### config.mk
export PLATFORM = sky130hd
export DESIGN_NAME = rsi_core
export DESIGN_NICKNAME = d
export VERILOG_FILES = /design/src/verilog/rsi_core.v /design/src/verilog/rsi_div.v /design/src/verilog/rsi_gate.v
export VERILOG_INCLUDE_DIRS = /design/src /design/src/include
export SDC_FILE = /design/constraint.sdc
export NUM_CORES = 1
export LEC_CHECK = 0
export BUFFER_PORTS_ARGS = -buffer_cell sky130_fd_sc_hd__buf_2
export CORE_MARGIN = 3
export CORE_UTILIZATION = 45
export CTS_CLUSTER_SIZE = 8
export DETAILED_ROUTE_END_ITERATION = 6
export PLACE_DENSITY = 0.68
export SLEW_MARGIN = 30
export SYNTH_ARGS = -nofsm -noshare
export SYNTH_HDL_FRONTEND = slang
export SYNTH_HIERARCHICAL = 1
export SYNTH_SLANG_ARGS = --single-unit
### constraint.sdc
create_clock -name clk_in -period 3.1 [get_ports clk_in]
set_clock_uncertainty 0.15 [all_clocks]
set_input_delay 0.93 -clock clk_in [delete_from_list [all_inputs] [get_ports clk_in]]
set_output_delay 0.93 -clock clk_in [all_outputs]
set_load 0.005 [all_outputs]
### src/include/rsi_regs.vh
`ifndef RSI_REGS_VH
`define RSI_REGS_VH

// Special function register addresses.
`define RSI_ADDR_IRQ_MASK      8'hA8
`define RSI_ADDR_RST_SRC       8'hEF
`define RSI_ADDR_STACK_PTR     8'h81
`define RSI_ADDR_PORT_LATCH    8'h80
`define RSI_ADDR_PORT_OUT_MODE 8'hA4
`define RSI_ADDR_WDOG_MODE     8'hD9
`define RSI_ADDR_CLK_SEL       8'hB2

// Reset values.
`define RSI_RST_IRQ_MASK       8'h00
`define RSI_RST_STACK_PTR      8'h07
`define RSI_RST_PORT_LATCH     8'hFF
`define RSI_RST_PORT_OUT_MODE  8'h00
`define RSI_RST_WDOG_MODE      8'h40
`define RSI_RST_CLK_SEL        8'h00
`define RSI_RST_PC             16'h0000

// Interrupt mask field positions.
`define RSI_BIT_GLOBAL_EN      7
`define RSI_BIT_SW_FLAG        6
`define RSI_BIT_TIMER2_EN      5
`define RSI_BIT_SERIAL_EN      4
`define RSI_BIT_TIMER1_EN      3
`define RSI_BIT_EXT1_EN        2
`define RSI_BIT_TIMER0_EN      1
`define RSI_BIT_EXT0_EN        0

// Reset source status fields.
`define RSI_BIT_SRC_PIN        0
`define RSI_BIT_SRC_POR        1
`define RSI_BIT_SRC_SUPPLY     2
`define RSI_BIT_SRC_WDOG       3
`define RSI_BIT_SRC_SW         4

// Watchdog mode fields, watchdog divider and clock-stable cycle count.
`define RSI_BIT_WDOG_EN        6
`define RSI_WDOG_DIV           12
`define RSI_CLK_STABLE_CYCLES  16

`endif

### src/verilog/rsi_core.v
// Contract
// RQ1 - Core is halted from reset entry until the reset state is exited.
// RQ2 - While reset is asserted all registers load their default values.
// RQ3 - Reset disables every interrupt source and every timer.
// RQ4 - Reset leaves internal data memory contents untouched.
// RQ5 - Reset restores the stack pointer but not the memory it used.
// RQ6 - Reset sets port latches to all ones in open-drain mode.
// RQ7 - Weak pull-ups stay on during and after reset.
// RQ8 - Power-on or supply-monitor reset drives reset pin low until exit.
// RQ9 - Leaving reset clears the program counter and selects internal oscillator.
// RQ10 - Leaving reset starts the watchdog on system clock divided by twelve.
// RQ11 - After reset wait for stable clock, then fetch from address zero.
// RQ12 - Mask bit seven globally gates all interrupt sources.
// RQ13 - Mask bit six is a software flag without interrupt effect.
// RQ14 - Mask bit five gates both timer 2 overflow flags.
// RQ15 - Mask bit four gates the serial port request.
// RQ16 - Mask bit three gates the timer 1 overflow flag.
// RQ17 - Mask bit two gates external interrupt input 1.
// RQ18 - Mask bit one gates the timer 0 overflow flag.
// RQ19 - Mask bit zero gates external interrupt input 0.
// RQ20 - A request needs pending flag, its enable and global enable.
`timescale 1ns/1ns
`default_nettype none
`include "rsi_regs.vh"

module rsi_core #(
  parameter integer STABLE_CYCLES = `RSI_CLK_STABLE_CYCLES,
  parameter integer WDOG_DIV      = `RSI_WDOG_DIV
) (
  // Clock and reset
  input  wire        clk_in,
  input  wire        sys_rst_in,
  // Reset cause, valid while sys_rst_in is high
  input  wire        rst_cause_por_in,
  input  wire        rst_cause_supply_in,
  input  wire        rst_cause_pin_in,
  input  wire        rst_cause_wdog_in,
  input  wire        rst_cause_sw_in,
  // Clock source status
  input  wire        clk_stable_in,
  // Special function register port from the core
  input  wire        sfr_wr_in,
  input  wire        sfr_rd_in,
  input  wire [7:0]  sfr_addr_in,
  input  wire [7:0]  sfr_wdata_in,
  output reg  [7:0]  sfr_rdata_out,
  output reg         sfr_hit_out,
  // Interrupt pending flags from peripherals
  input  wire        ext_irq0_input,
  input  wire        timer0_overflow_flag,
  input  wire        ext_irq1_input,
  input  wire        timer1_overflow_flag,
  input  wire        serial_port_irq_in,
  input  wire        timer2_low_overflow_flag,
  input  wire        timer2_high_overflow_flag,
  // Core control
  output wire        core_halt_out,
  output wire        core_pc_load_out,
  output wire [15:0] core_pc_out,
  output wire [7:0]  stack_ptr_out,
  output wire [5:0]  irq_req_out,
  // Port, clock and watchdog defaults
  output wire [7:0]  port_latch_out,
  output wire [7:0]  port_push_pull_out,
  output wire        weak_pullup_en_out,
  output wire        rst_pin_o_out,
  output wire        rst_pin_oe_out,
  output wire        clk_sel_ext_out,
  output wire        timers_en_out,
  output wire        wdog_en_out,
  output wire        wdog_tick_out
);

  //////////////////////////////////////////////////////////////////////////////
  // Sequencer states.
  localparam [1:0] ST_RESET  = 2'b00;
  localparam [1:0] ST_WAIT   = 2'b01;
  localparam [1:0] ST_LAUNCH = 2'b10;
  localparam [1:0] ST_RUN    = 2'b11;

  reg [1:0]  state_ff;
  reg [1:0]  nxt_state;
  reg [15:0] stable_cnt_ff;
  reg [15:0] nxt_stable_cnt;
  reg        drive_pin_ff;
  reg [7:0]  irq_mask_ff;
  reg [7:0]  stack_ptr_ff;
  reg [7:0]  port_latch_ff;
  reg [7:0]  port_mode_ff;
  reg [7:0]  wdog_mode_ff;
  reg [7:0]  clk_sel_ff;
  reg [4:0]  rst_src_ff;

  //////////////////////////////////////////////////////////////////////////////
  // Reset state sequencing. Registers alone are cleared here; internal data
  // memory lives in the core and is never touched by this block. RQ4
  always @(posedge clk_in or posedge sys_rst_in) begin
    if (sys_rst_in) begin
      state_ff      <= ST_RESET; // RQ1
      stable_cnt_ff <= 16'h0000;
    end else begin
      state_ff      <= nxt_state;
      stable_cnt_ff <= nxt_stable_cnt;
    end
  end

  // The clock must read stable for a run of cycles, since a glitchy stable
  // flag right after a source switch would otherwise start fetch too early.
  always @* begin
    nxt_state      = state_ff;
    nxt_stable_cnt = stable_cnt_ff;
    case (state_ff)
      ST_RESET: begin
        nxt_state      = ST_WAIT;
        nxt_stable_cnt = 16'h0000;
      end
      ST_WAIT: begin
        if (!clk_stable_in) begin
          nxt_stable_cnt = 16'h0000; // RQ11
        end else if (stable_cnt_ff == STABLE_CYCLES[15:0] - 16'h0001) begin
          nxt_state = ST_LAUNCH; // RQ11
        end else begin
          nxt_stable_cnt = stable_cnt_ff + 16'h0001;
        end
      end
      ST_LAUNCH: begin
        nxt_state = ST_RUN;
      end
      ST_RUN: begin
        nxt_state = ST_RUN;
      end
      default: begin
        nxt_state = ST_RESET;
      end
    endcase
  end

  assign core_halt_out    = (state_ff != ST_RUN); // RQ1
  assign core_pc_load_out = (state_ff == ST_LAUNCH); // RQ11
  assign core_pc_out      = `RSI_RST_PC; // RQ9

  //////////////////////////////////////////////////////////////////////////////
  // Reset pin drive. The cause is a level valid only while reset is held, so
  // it is caught on the first clock after release rather than in the reset
  // branch; until then the live cause drives the pin. The drive ends on the
  // launch edge, so the pin is released in the same cycle as the core.
  reg cause_caught_ff;

  always @(posedge clk_in or posedge sys_rst_in) begin
    if (sys_rst_in) begin
      drive_pin_ff    <= 1'b0; // RQ8
      cause_caught_ff <= 1'b0;
      rst_src_ff      <= 5'h00;
    end else begin
      if (!cause_caught_ff) begin
        cause_caught_ff <= 1'b1;
        drive_pin_ff    <= rst_cause_por_in | rst_cause_supply_in; // RQ8
        rst_src_ff      <= {rst_cause_sw_in, rst_cause_wdog_in, rst_cause_supply_in,
                            rst_cause_por_in, rst_cause_pin_in};
      end else if (state_ff == ST_LAUNCH) begin
        drive_pin_ff <= 1'b0; // RQ8
      end
    end
  end

  assign rst_pin_o_out  = 1'b0;
  assign rst_pin_oe_out = drive_pin_ff |
                          ((state_ff == ST_RESET) &
                           (rst_cause_por_in | rst_cause_supply_in)); // RQ8

  //////////////////////////////////////////////////////////////////////////////
  // Register file. All defaults are loaded by the asynchronous reset. RQ2
  wire wr_mask  = sfr_wr_in && (sfr_addr_in == `RSI_ADDR_IRQ_MASK);
  wire wr_sp    = sfr_wr_in && (sfr_addr_in == `RSI_ADDR_STACK_PTR);
  wire wr_latch = sfr_wr_in && (sfr_addr_in == `RSI_ADDR_PORT_LATCH);
  wire wr_mode  = sfr_wr_in && (sfr_addr_in == `RSI_ADDR_PORT_OUT_MODE);
  wire wr_wdog  = sfr_wr_in && (sfr_addr_in == `RSI_ADDR_WDOG_MODE);
  wire wr_clk   = sfr_wr_in && (sfr_addr_in == `RSI_ADDR_CLK_SEL);

  always @(posedge clk_in or posedge sys_rst_in) begin
    if (sys_rst_in) begin
      irq_mask_ff   <= `RSI_RST_IRQ_MASK; // RQ3
      stack_ptr_ff  <= `RSI_RST_STACK_PTR; // RQ5
      port_latch_ff <= `RSI_RST_PORT_LATCH; // RQ6
      port_mode_ff  <= `RSI_RST_PORT_OUT_MODE; // RQ6
      wdog_mode_ff  <= `RSI_RST_WDOG_MODE; // RQ10
      clk_sel_ff    <= `RSI_RST_CLK_SEL; // RQ9
    end else begin
      if (wr_mask) begin
        irq_mask_ff <= sfr_wdata_in; // RQ13
      end
      if (wr_sp) begin
        stack_ptr_ff <= sfr_wdata_in;
      end
      if (wr_latch) begin
        port_latch_ff <= sfr_wdata_in;
      end
      if (wr_mode) begin
        port_mode_ff <= sfr_wdata_in;
      end
      // Watchdog mode is frozen while its enable bit is set, except for a write that clears the enable bit.
      if (wr_wdog && (!wdog_mode_ff[`RSI_BIT_WDOG_EN] ||
                      !sfr_wdata_in[`RSI_BIT_WDOG_EN])) begin
        wdog_mode_ff <= sfr_wdata_in;
      end
      if (wr_clk) begin
        clk_sel_ff <= sfr_wdata_in;
      end
    end
  end

  always @* begin
    sfr_hit_out   = 1'b1;
    sfr_rdata_out = 8'h00;
    case (sfr_addr_in)
      `RSI_ADDR_IRQ_MASK:      sfr_rdata_out = irq_mask_ff;
      `RSI_ADDR_STACK_PTR:     sfr_rdata_out = stack_ptr_ff;
      `RSI_ADDR_PORT_LATCH:    sfr_rdata_out = port_latch_ff;
      `RSI_ADDR_PORT_OUT_MODE: sfr_rdata_out = port_mode_ff;
      `RSI_ADDR_WDOG_MODE:     sfr_rdata_out = wdog_mode_ff;
      `RSI_ADDR_CLK_SEL:       sfr_rdata_out = clk_sel_ff;
      `RSI_ADDR_RST_SRC:       sfr_rdata_out = {3'b000, rst_src_ff};
      default: begin
        sfr_hit_out   = 1'b0;
        sfr_rdata_out = 8'h00;
      end
    endcase
    if (!sfr_rd_in) begin
      sfr_rdata_out = 8'h00;
    end
  end

  assign stack_ptr_out      = stack_ptr_ff;
  assign port_latch_out     = port_latch_ff;
  assign port_push_pull_out = port_mode_ff;
  assign weak_pullup_en_out = 1'b1; // RQ7
  assign clk_sel_ext_out    = clk_sel_ff[0];
  // Timers only count once the core runs; reset holds them off. RQ3
  assign timers_en_out      = (state_ff == ST_RUN);

  //////////////////////////////////////////////////////////////////////////////
  // Watchdog timebase.
  assign wdog_en_out = wdog_mode_ff[`RSI_BIT_WDOG_EN] && (state_ff == ST_RUN); // RQ10

  rsi_div #(
    .DIV (WDOG_DIV)
  ) u_wdog_div (
    .clk_in     (clk_in),
    .sys_rst_in (sys_rst_in),
    .run_in     (wdog_en_out),
    .tick_out   (wdog_tick_out) // RQ10
  );

  //////////////////////////////////////////////////////////////////////////////
  // Interrupt gating, one gate per source in core vector order.
  wire [5:0] irq_pend;
  wire [5:0] irq_en;
  wire       global_en = irq_mask_ff[`RSI_BIT_GLOBAL_EN]; // RQ12

  assign irq_pend = {timer2_low_overflow_flag | timer2_high_overflow_flag, // RQ14
                     serial_port_irq_in, timer1_overflow_flag, ext_irq1_input,
                     timer0_overflow_flag, ext_irq0_input};
  assign irq_en   = {irq_mask_ff[`RSI_BIT_TIMER2_EN], // RQ14
                     irq_mask_ff[`RSI_BIT_SERIAL_EN], // RQ15
                     irq_mask_ff[`RSI_BIT_TIMER1_EN], // RQ16
                     irq_mask_ff[`RSI_BIT_EXT1_EN], // RQ17
                     irq_mask_ff[`RSI_BIT_TIMER0_EN], // RQ18
                     irq_mask_ff[`RSI_BIT_EXT0_EN]}; // RQ19

  genvar gi;
  generate
    for (gi = 0; gi < 6; gi = gi + 1) begin : g_irq
      rsi_gate u_gate (
        .pend_in      (irq_pend[gi]),
        .src_en_in    (irq_en[gi]),
        .global_en_in (global_en),
        .req_out      (irq_req_out[gi]) // RQ20
      );
    end
  endgenerate

endmodule

`default_nettype wire

### src/verilog/rsi_div.v
`timescale 1ns/1ns
`default_nettype none

// Divider producing a one-cycle tick every DIV clocks while run_in is high; held cleared otherwise.
module rsi_div #(
  parameter integer DIV = 12
) (
  // Clock and reset
  input  wire clk_in,
  input  wire sys_rst_in,
  // Control
  input  wire run_in,
  // Tick
  output reg  tick_out
);

  reg [7:0] cnt_ff;

  always @(posedge clk_in or posedge sys_rst_in) begin
    if (sys_rst_in) begin
      cnt_ff   <= 8'h00;
      tick_out <= 1'b0;
    end else if (!run_in) begin
      cnt_ff   <= 8'h00;
      tick_out <= 1'b0;
    end else if (cnt_ff == DIV[7:0] - 8'h01) begin
      cnt_ff   <= 8'h00;
      tick_out <= 1'b1;
    end else begin
      cnt_ff   <= cnt_ff + 8'h01;
      tick_out <= 1'b0;
    end
  end

endmodule

`default_nettype wire

### src/verilog/rsi_gate.v
`timescale 1ns/1ns
`default_nettype none

// One interrupt source: pending flag qualified by its own and the global enable.
module rsi_gate (
  // Inputs
  input  wire pend_in,
  input  wire src_en_in,
  input  wire global_en_in,
  // Request
  output wire req_out
);

  assign req_out = pend_in & src_en_in & global_en_in;

endmodule

`default_nettype wire

* Word-level counts from Yosys, hierarchy flattened
Cells that the tools add are included.
** Word-level totals
- Logic and storage cells :: 80
- Output and inout port bits :: 64
- Flip-flop bits (word level) :: 82
- Input port bits :: 33
** Cells by class
- Muxes and demuxes :: 15
- Add/subtract/negate cells :: 2
- Eq/ne operators :: 17
- Reductions and logical operators :: 17
- Bitwise logic cells :: 16
** Operators by type and width (count)
- $eq 8x8->1 const B :: 7
- $pmux 8 s7 :: 1
- $mux 16 :: 2
- $pmux 16 s2 :: 1
- $mux 8 :: 3
- $add 16x1->16 const B :: 1
- $eq 16x4->1 const B :: 1
- $and 1x1->1 :: 13
- $add 8x1->8 const B :: 1
- $eq 8x4->1 const B :: 1
- $logic_and 1x1->1 :: 8
- $ne 2x2->1 const B :: 4
- $reduce_or 7->1 :: 1
- $pmux 2 s3 :: 1
- $mux 1 :: 5
- $eq 2x2->1 const B :: 2
- $mux 2 :: 2
- $reduce_and 2->1 :: 2
- $ne 3x3->1 const B :: 1
- $or 1x1->1 :: 3
- $eq 2x1->1 const B :: 1
- $logic_not 1->1 :: 2
- $logic_not 2->1 :: 1
- $reduce_bool 2->1 :: 1
- 2 further kinds :: 2

* Logic depth before layout (Yosys ltp)
- Depth in word-level cells :: 4
- Mapped depth :: 9
- Depth with buffers taken out :: 8

* Modules after synthesis
The synthesis kept the hierarchy.
** Modules (own cells, without submodules)
- rsi_core :: cells an instance 340, seq. area each 1841.8 um2, instances 1, area each 3817.4 um2
- rsi_div :: cells an instance 41, seq. area each 225.2 um2, instances 1, area each 415.4 um2
- rsi_gate :: cells an instance 1, seq. area each 0.0 um2, instances 6, area each 6.3 um2

* Worst setup path after synthesis
OpenSTA, ideal clock, no wires.
- Path type :: input to output
- Start point :: input port sfr_addr_in[1]
- End point :: output port sfr_rdata_out[0]
- Arrival :: 2.177 ns
- Path slack :: -0.157 ns
- Path buffers :: 1
- Stages :: 5
- Cell sequence :: buf_2 > or4_1 > o221ai_1 > nand2_1 > a21oi_1
** Between the ends
- Word-level cells in the longest chain between the ends :: 3
- Elaborated cells between the ends (all ways) :: 9
- Classes of those cells :: eq/ne (7); mux (2)
** Ends and longest elaborated chain
- start: declaration :: line rsi_core.v:44 : input wire [7:0] sfr_addr_in,
- $eq 8x8->1 :: line rsi_core.v:215 : case (sfr_addr_in)
- $pmux 8 s7 (*) :: line rsi_core.v:215
- $mux 8 (*) :: line rsi_core.v:228 : if (!sfr_rd_in) begin
- end: declaration :: line rsi_core.v:46 : output reg [7:0] sfr_rdata_out,
Mark *: on every way between the ends. The rest lies on a longest branch, timed or not.

* Worst setup path after layout
- Start point :: input port sfr_addr_in[4]
- End point :: output port sfr_rdata_out[2]
The elaborated chain is that of the path after synthesis.

==> flow_summary.json <==
{
  "met1_usage": 0.2990,
  "wl_per_cell_um": 17.19,
  "fin_crit_ps": 3384,
  "via_per_inst": 5.607,
  "placed_area_sq_um": 5020,
  "yosys_register_bits": 82,
  "cts_hold_buf": 0,
  "synth_top_flop_cell": "dfrtp_1",
  "synth_cells": 387,
  "ff2ff_path_depth": 8,
  "grt_pass1_vias": 3260,
  "yosysMostFrequentCell": "dfrtp_1",
  "synth.top_cells.by_count": "dfrtp_1 (70), mux2_2 (45), nand2_1 (31)",
  "grt_pass1_wl_mm": 16.84,
  "tightest_slew_ps": 791.7,
  "core_area_sq_um": 8976,
  "utilization": 0.5885,
  "cp_slowest_cell": "or4_4",
  "cap_violations": 0,
  "leakage_nw": 2.547,
  "drive_gt1_frac": 0.4357,
  "grt_antenna_before_repair": 0,
  "top_usage_layer": "met2",
  "syn_to_final_growth_pct": 23.70,
  "drtIter0Drc": 287,
  "synth_area_sq_um": 4270,
  "power_density_nw_per_um2": 401.5,
  "endpoint": "sfr_rdata_out[2]",
  "crit_fanout": 8,
  "relSlewSlack": 0.4673,
  "vias": 3499,
  "synth_largest_area_cell": "dfrtp_1",
  "max_stage_delay_ps": 490,
  "path_clk_slew_ps": 80,
  "ys_types": 54,
  "final-hold-violation-count": 0,
  "die-width_um": 103.4,
  "yosysTopAreaCellShare": 0.4102,
  "r2r_end": "stable_cnt_ff[2]",
  "path_cells": "buf_8, nand2b_4, or4_4, o221ai_4, nand2_4, a21oi_4, buf_2",
  "dp_hpwl_mm": 7.823,
  "ctsHtreeMaxLevel": 3,
  "endpoint_kind": "output pin",
  "detail_route.wirelength_mm": 10.73,
  "yosysWarnings": 6,
  "reg2reg_from": "stable_cnt_ff[0]",
  "portBuffers": 78,
  "antennaDiodeCount": 0,
  "use_met3": 0.03219,
  "setup_viol": 9,
  "row_count": 34,
  "fillerInstances": 784,
  "cpLargestDelayFamily": "simple AND/OR/NAND/NOR gates",
  "slew_violations": 0,
  "holdWs_ps": 364.8,
  "hp-class": "flop to flop",
  "status": "complete, but fails checks",
  "crit_arrival_ps": 2300,
  "async_flop_share": 1.000,
  "ios": 97,
  "worstSetupStartpointType": "input pin",
  "fin_crit_sh": 1.092,
  "criticalPathCategory": "input pin to output pin",
  "r2r_slack_ps": 670,
  "dieArea_sq_um": 10690,
  "register_area_sq_um": 2067,
  "avgSynthCellArea_sq_um": 11.03,
  "seq_area_frac_synth": 0.4840,
  "critPathBufInv": 2,
  "max_freq_ghz": 0.2955,
  "cp.depth": 7,
  "failed_checks": "negative setup slack",
  "final_antenna_net_count": 0,
  "ir_drop_uv": 269.2,
  "drt_first_pass_iters": 7,
  "cts_buffers": 9,
  "drc": 0,
  "die_h_um": 103.4,
  "setup_tns_ps": -2023,
  "ys_top_cells_by_area": "dfrtp_1 (41%), mux2_2 (12%), dfstp_2 (7.4%), buf_4 (3.3%), nand2_1 (2.7%)",
  "initial_utilization": 0.4757,
  "gp_congestion": 0.8360,
  "worst_slack_ps": -284.3,
  "gr-total-overflow": 0,
  "grt_max_degree": 37,
  "root_buffer": "clkbuf_8",
  "synth_edf_count": 0,
  "tritoncts": "built",
  "required_ps": 2020,
  "clock_path_buffers": 2,
  "clock-sinks": 82,
  "grtUsageTotal": 0.2053,
  "grtUsageMet2": 0.3147,
  "rsz0062_at_grt": "true",
  "multi_input_area_sq_um": 2137,
  "insertion_delay_ps": 340,
  "final_area_sq_um": 5283,
  "pre_cts_ws_ps": -324.0,
  "crit_start": "sfr_addr_in[4]",
  "nets": 529
}
==> metrics by stage <==
stage,power (W),instances
final,0.002121,624
after global routing,0.002210,624
after CTS,0.002128,622
after detailed placement,0.001381,606
after global placement,0.001374,606
after floorplan,0.001289,404
==> repair_timing <==
action / CTS / global route
resized for setup: 4 / 10
setup endpoints to repair: 9 / 8
setup buffers: 0 / 2
pin swaps: 5 / 7
==> logic make-up after synthesis <==
kind of cell,share of synthesized area
XOR/XNOR,0.008205
AND/OR/NAND/NOR,0.1623
other,0.001759
flip-flops,0.4840
multiplexers,0.1696
adder cells (fa/ha/maj),0.008791
buffers and inverters,0.05772
AO/OA/AOI/OAI,0.1075
==> power breakdown <==
| group | total (W) | internal, W | switching [W] | leakage (nW) |
|---|---|---|---|---|
| sequential | 0.00115 | 0.00112 | 0.0000348 | 1.07 |
| combinational | 0.000218 | 0.000106 | 0.000112 | 1.38 |
| clock | 0.000751 | 0.000375 | 0.000376 | 0.0945 |
| total | 0.00212 | 0.00160 | 0.000523 | 2.55 |
==> worst min path at each step <==
stage | startpoint | slack, ps | cells after the start | end
after global placement | irq_mask_ff[6] | 340 | 1 | irq_mask_ff[6]
after CTS | clk_sel_ff[3] | 370 | 1 | clk_sel_ff[3]
after floorplan | stable_cnt_ff[15] | 320 | 1 | stable_cnt_ff[15]
after detailed placement | wdog_mode_ff[2] | 350 | 1 | wdog_mode_ff[2]
final | irq_mask_ff[6] | 360 | 1 | irq_mask_ff[6]
after global routing | wdog_mode_ff[5] | 380 | 1 | wdog_mode_ff[5]
==> cells in the final DEF (no fill, tap or decap), types with 7 or more instances in the layout <==
| master | n |
|---|---|
| a21oi_1 | 11 |
| a222oi_1 | 8 |
| a22o_1 | 10 |
| and3_1 | 8 |
| buf_2 | 76 |
| buf_4 | 29 |
| clkbuf_8 | 9 |
| conb_1 | 19 |
| dfrtp_1 | 70 |
| dfstp_2 | 12 |
| inv_1 | 8 |
| mux2_2 | 45 |
| mux2_4 | 7 |
| mux2i_1 | 8 |
| nand2_1 | 30 |
| nand3_1 | 14 |
| nor2_1 | 12 |
| o21ai_0 | 22 |
==> flip-flops by register name, indices dropped and copies added (netlist names) <==
name	flops
irq_mask_ff	8
clk_sel_ff	8
rst_src_ff	5
drive_pin_ff	1
stack_ptr_out	8
u_wdog_div/tick_out	1
port_latch_out	8
stable_cnt_ff	16
u_wdog_div/cnt_ff	8
wdog_mode_ff	8
state_ff	2
cause_caught_ff	1
port_push_pull_out	8
==> routing by layer <==
layer | routed length [um] | part of all wire
met5 | 0 | 0
met2 | 5031 | 0.47
met1 | 4892 | 0.46
met3 | 667 | 0.062
met4 | 138 | 0.013
==> cell type report <==
type	count	share of cell area
Timing Repair Buffer	111	0.1317
Clock inverter	4	0.009948
Sequential cell	82	0.3913
Tap cell	126	0.02984
Inverter	10	0.007106
Multi-Input combinational cell	279	0.4045
Clock buffer	12	0.02558
No activity file was read; power rests on OpenSTA's default activity.
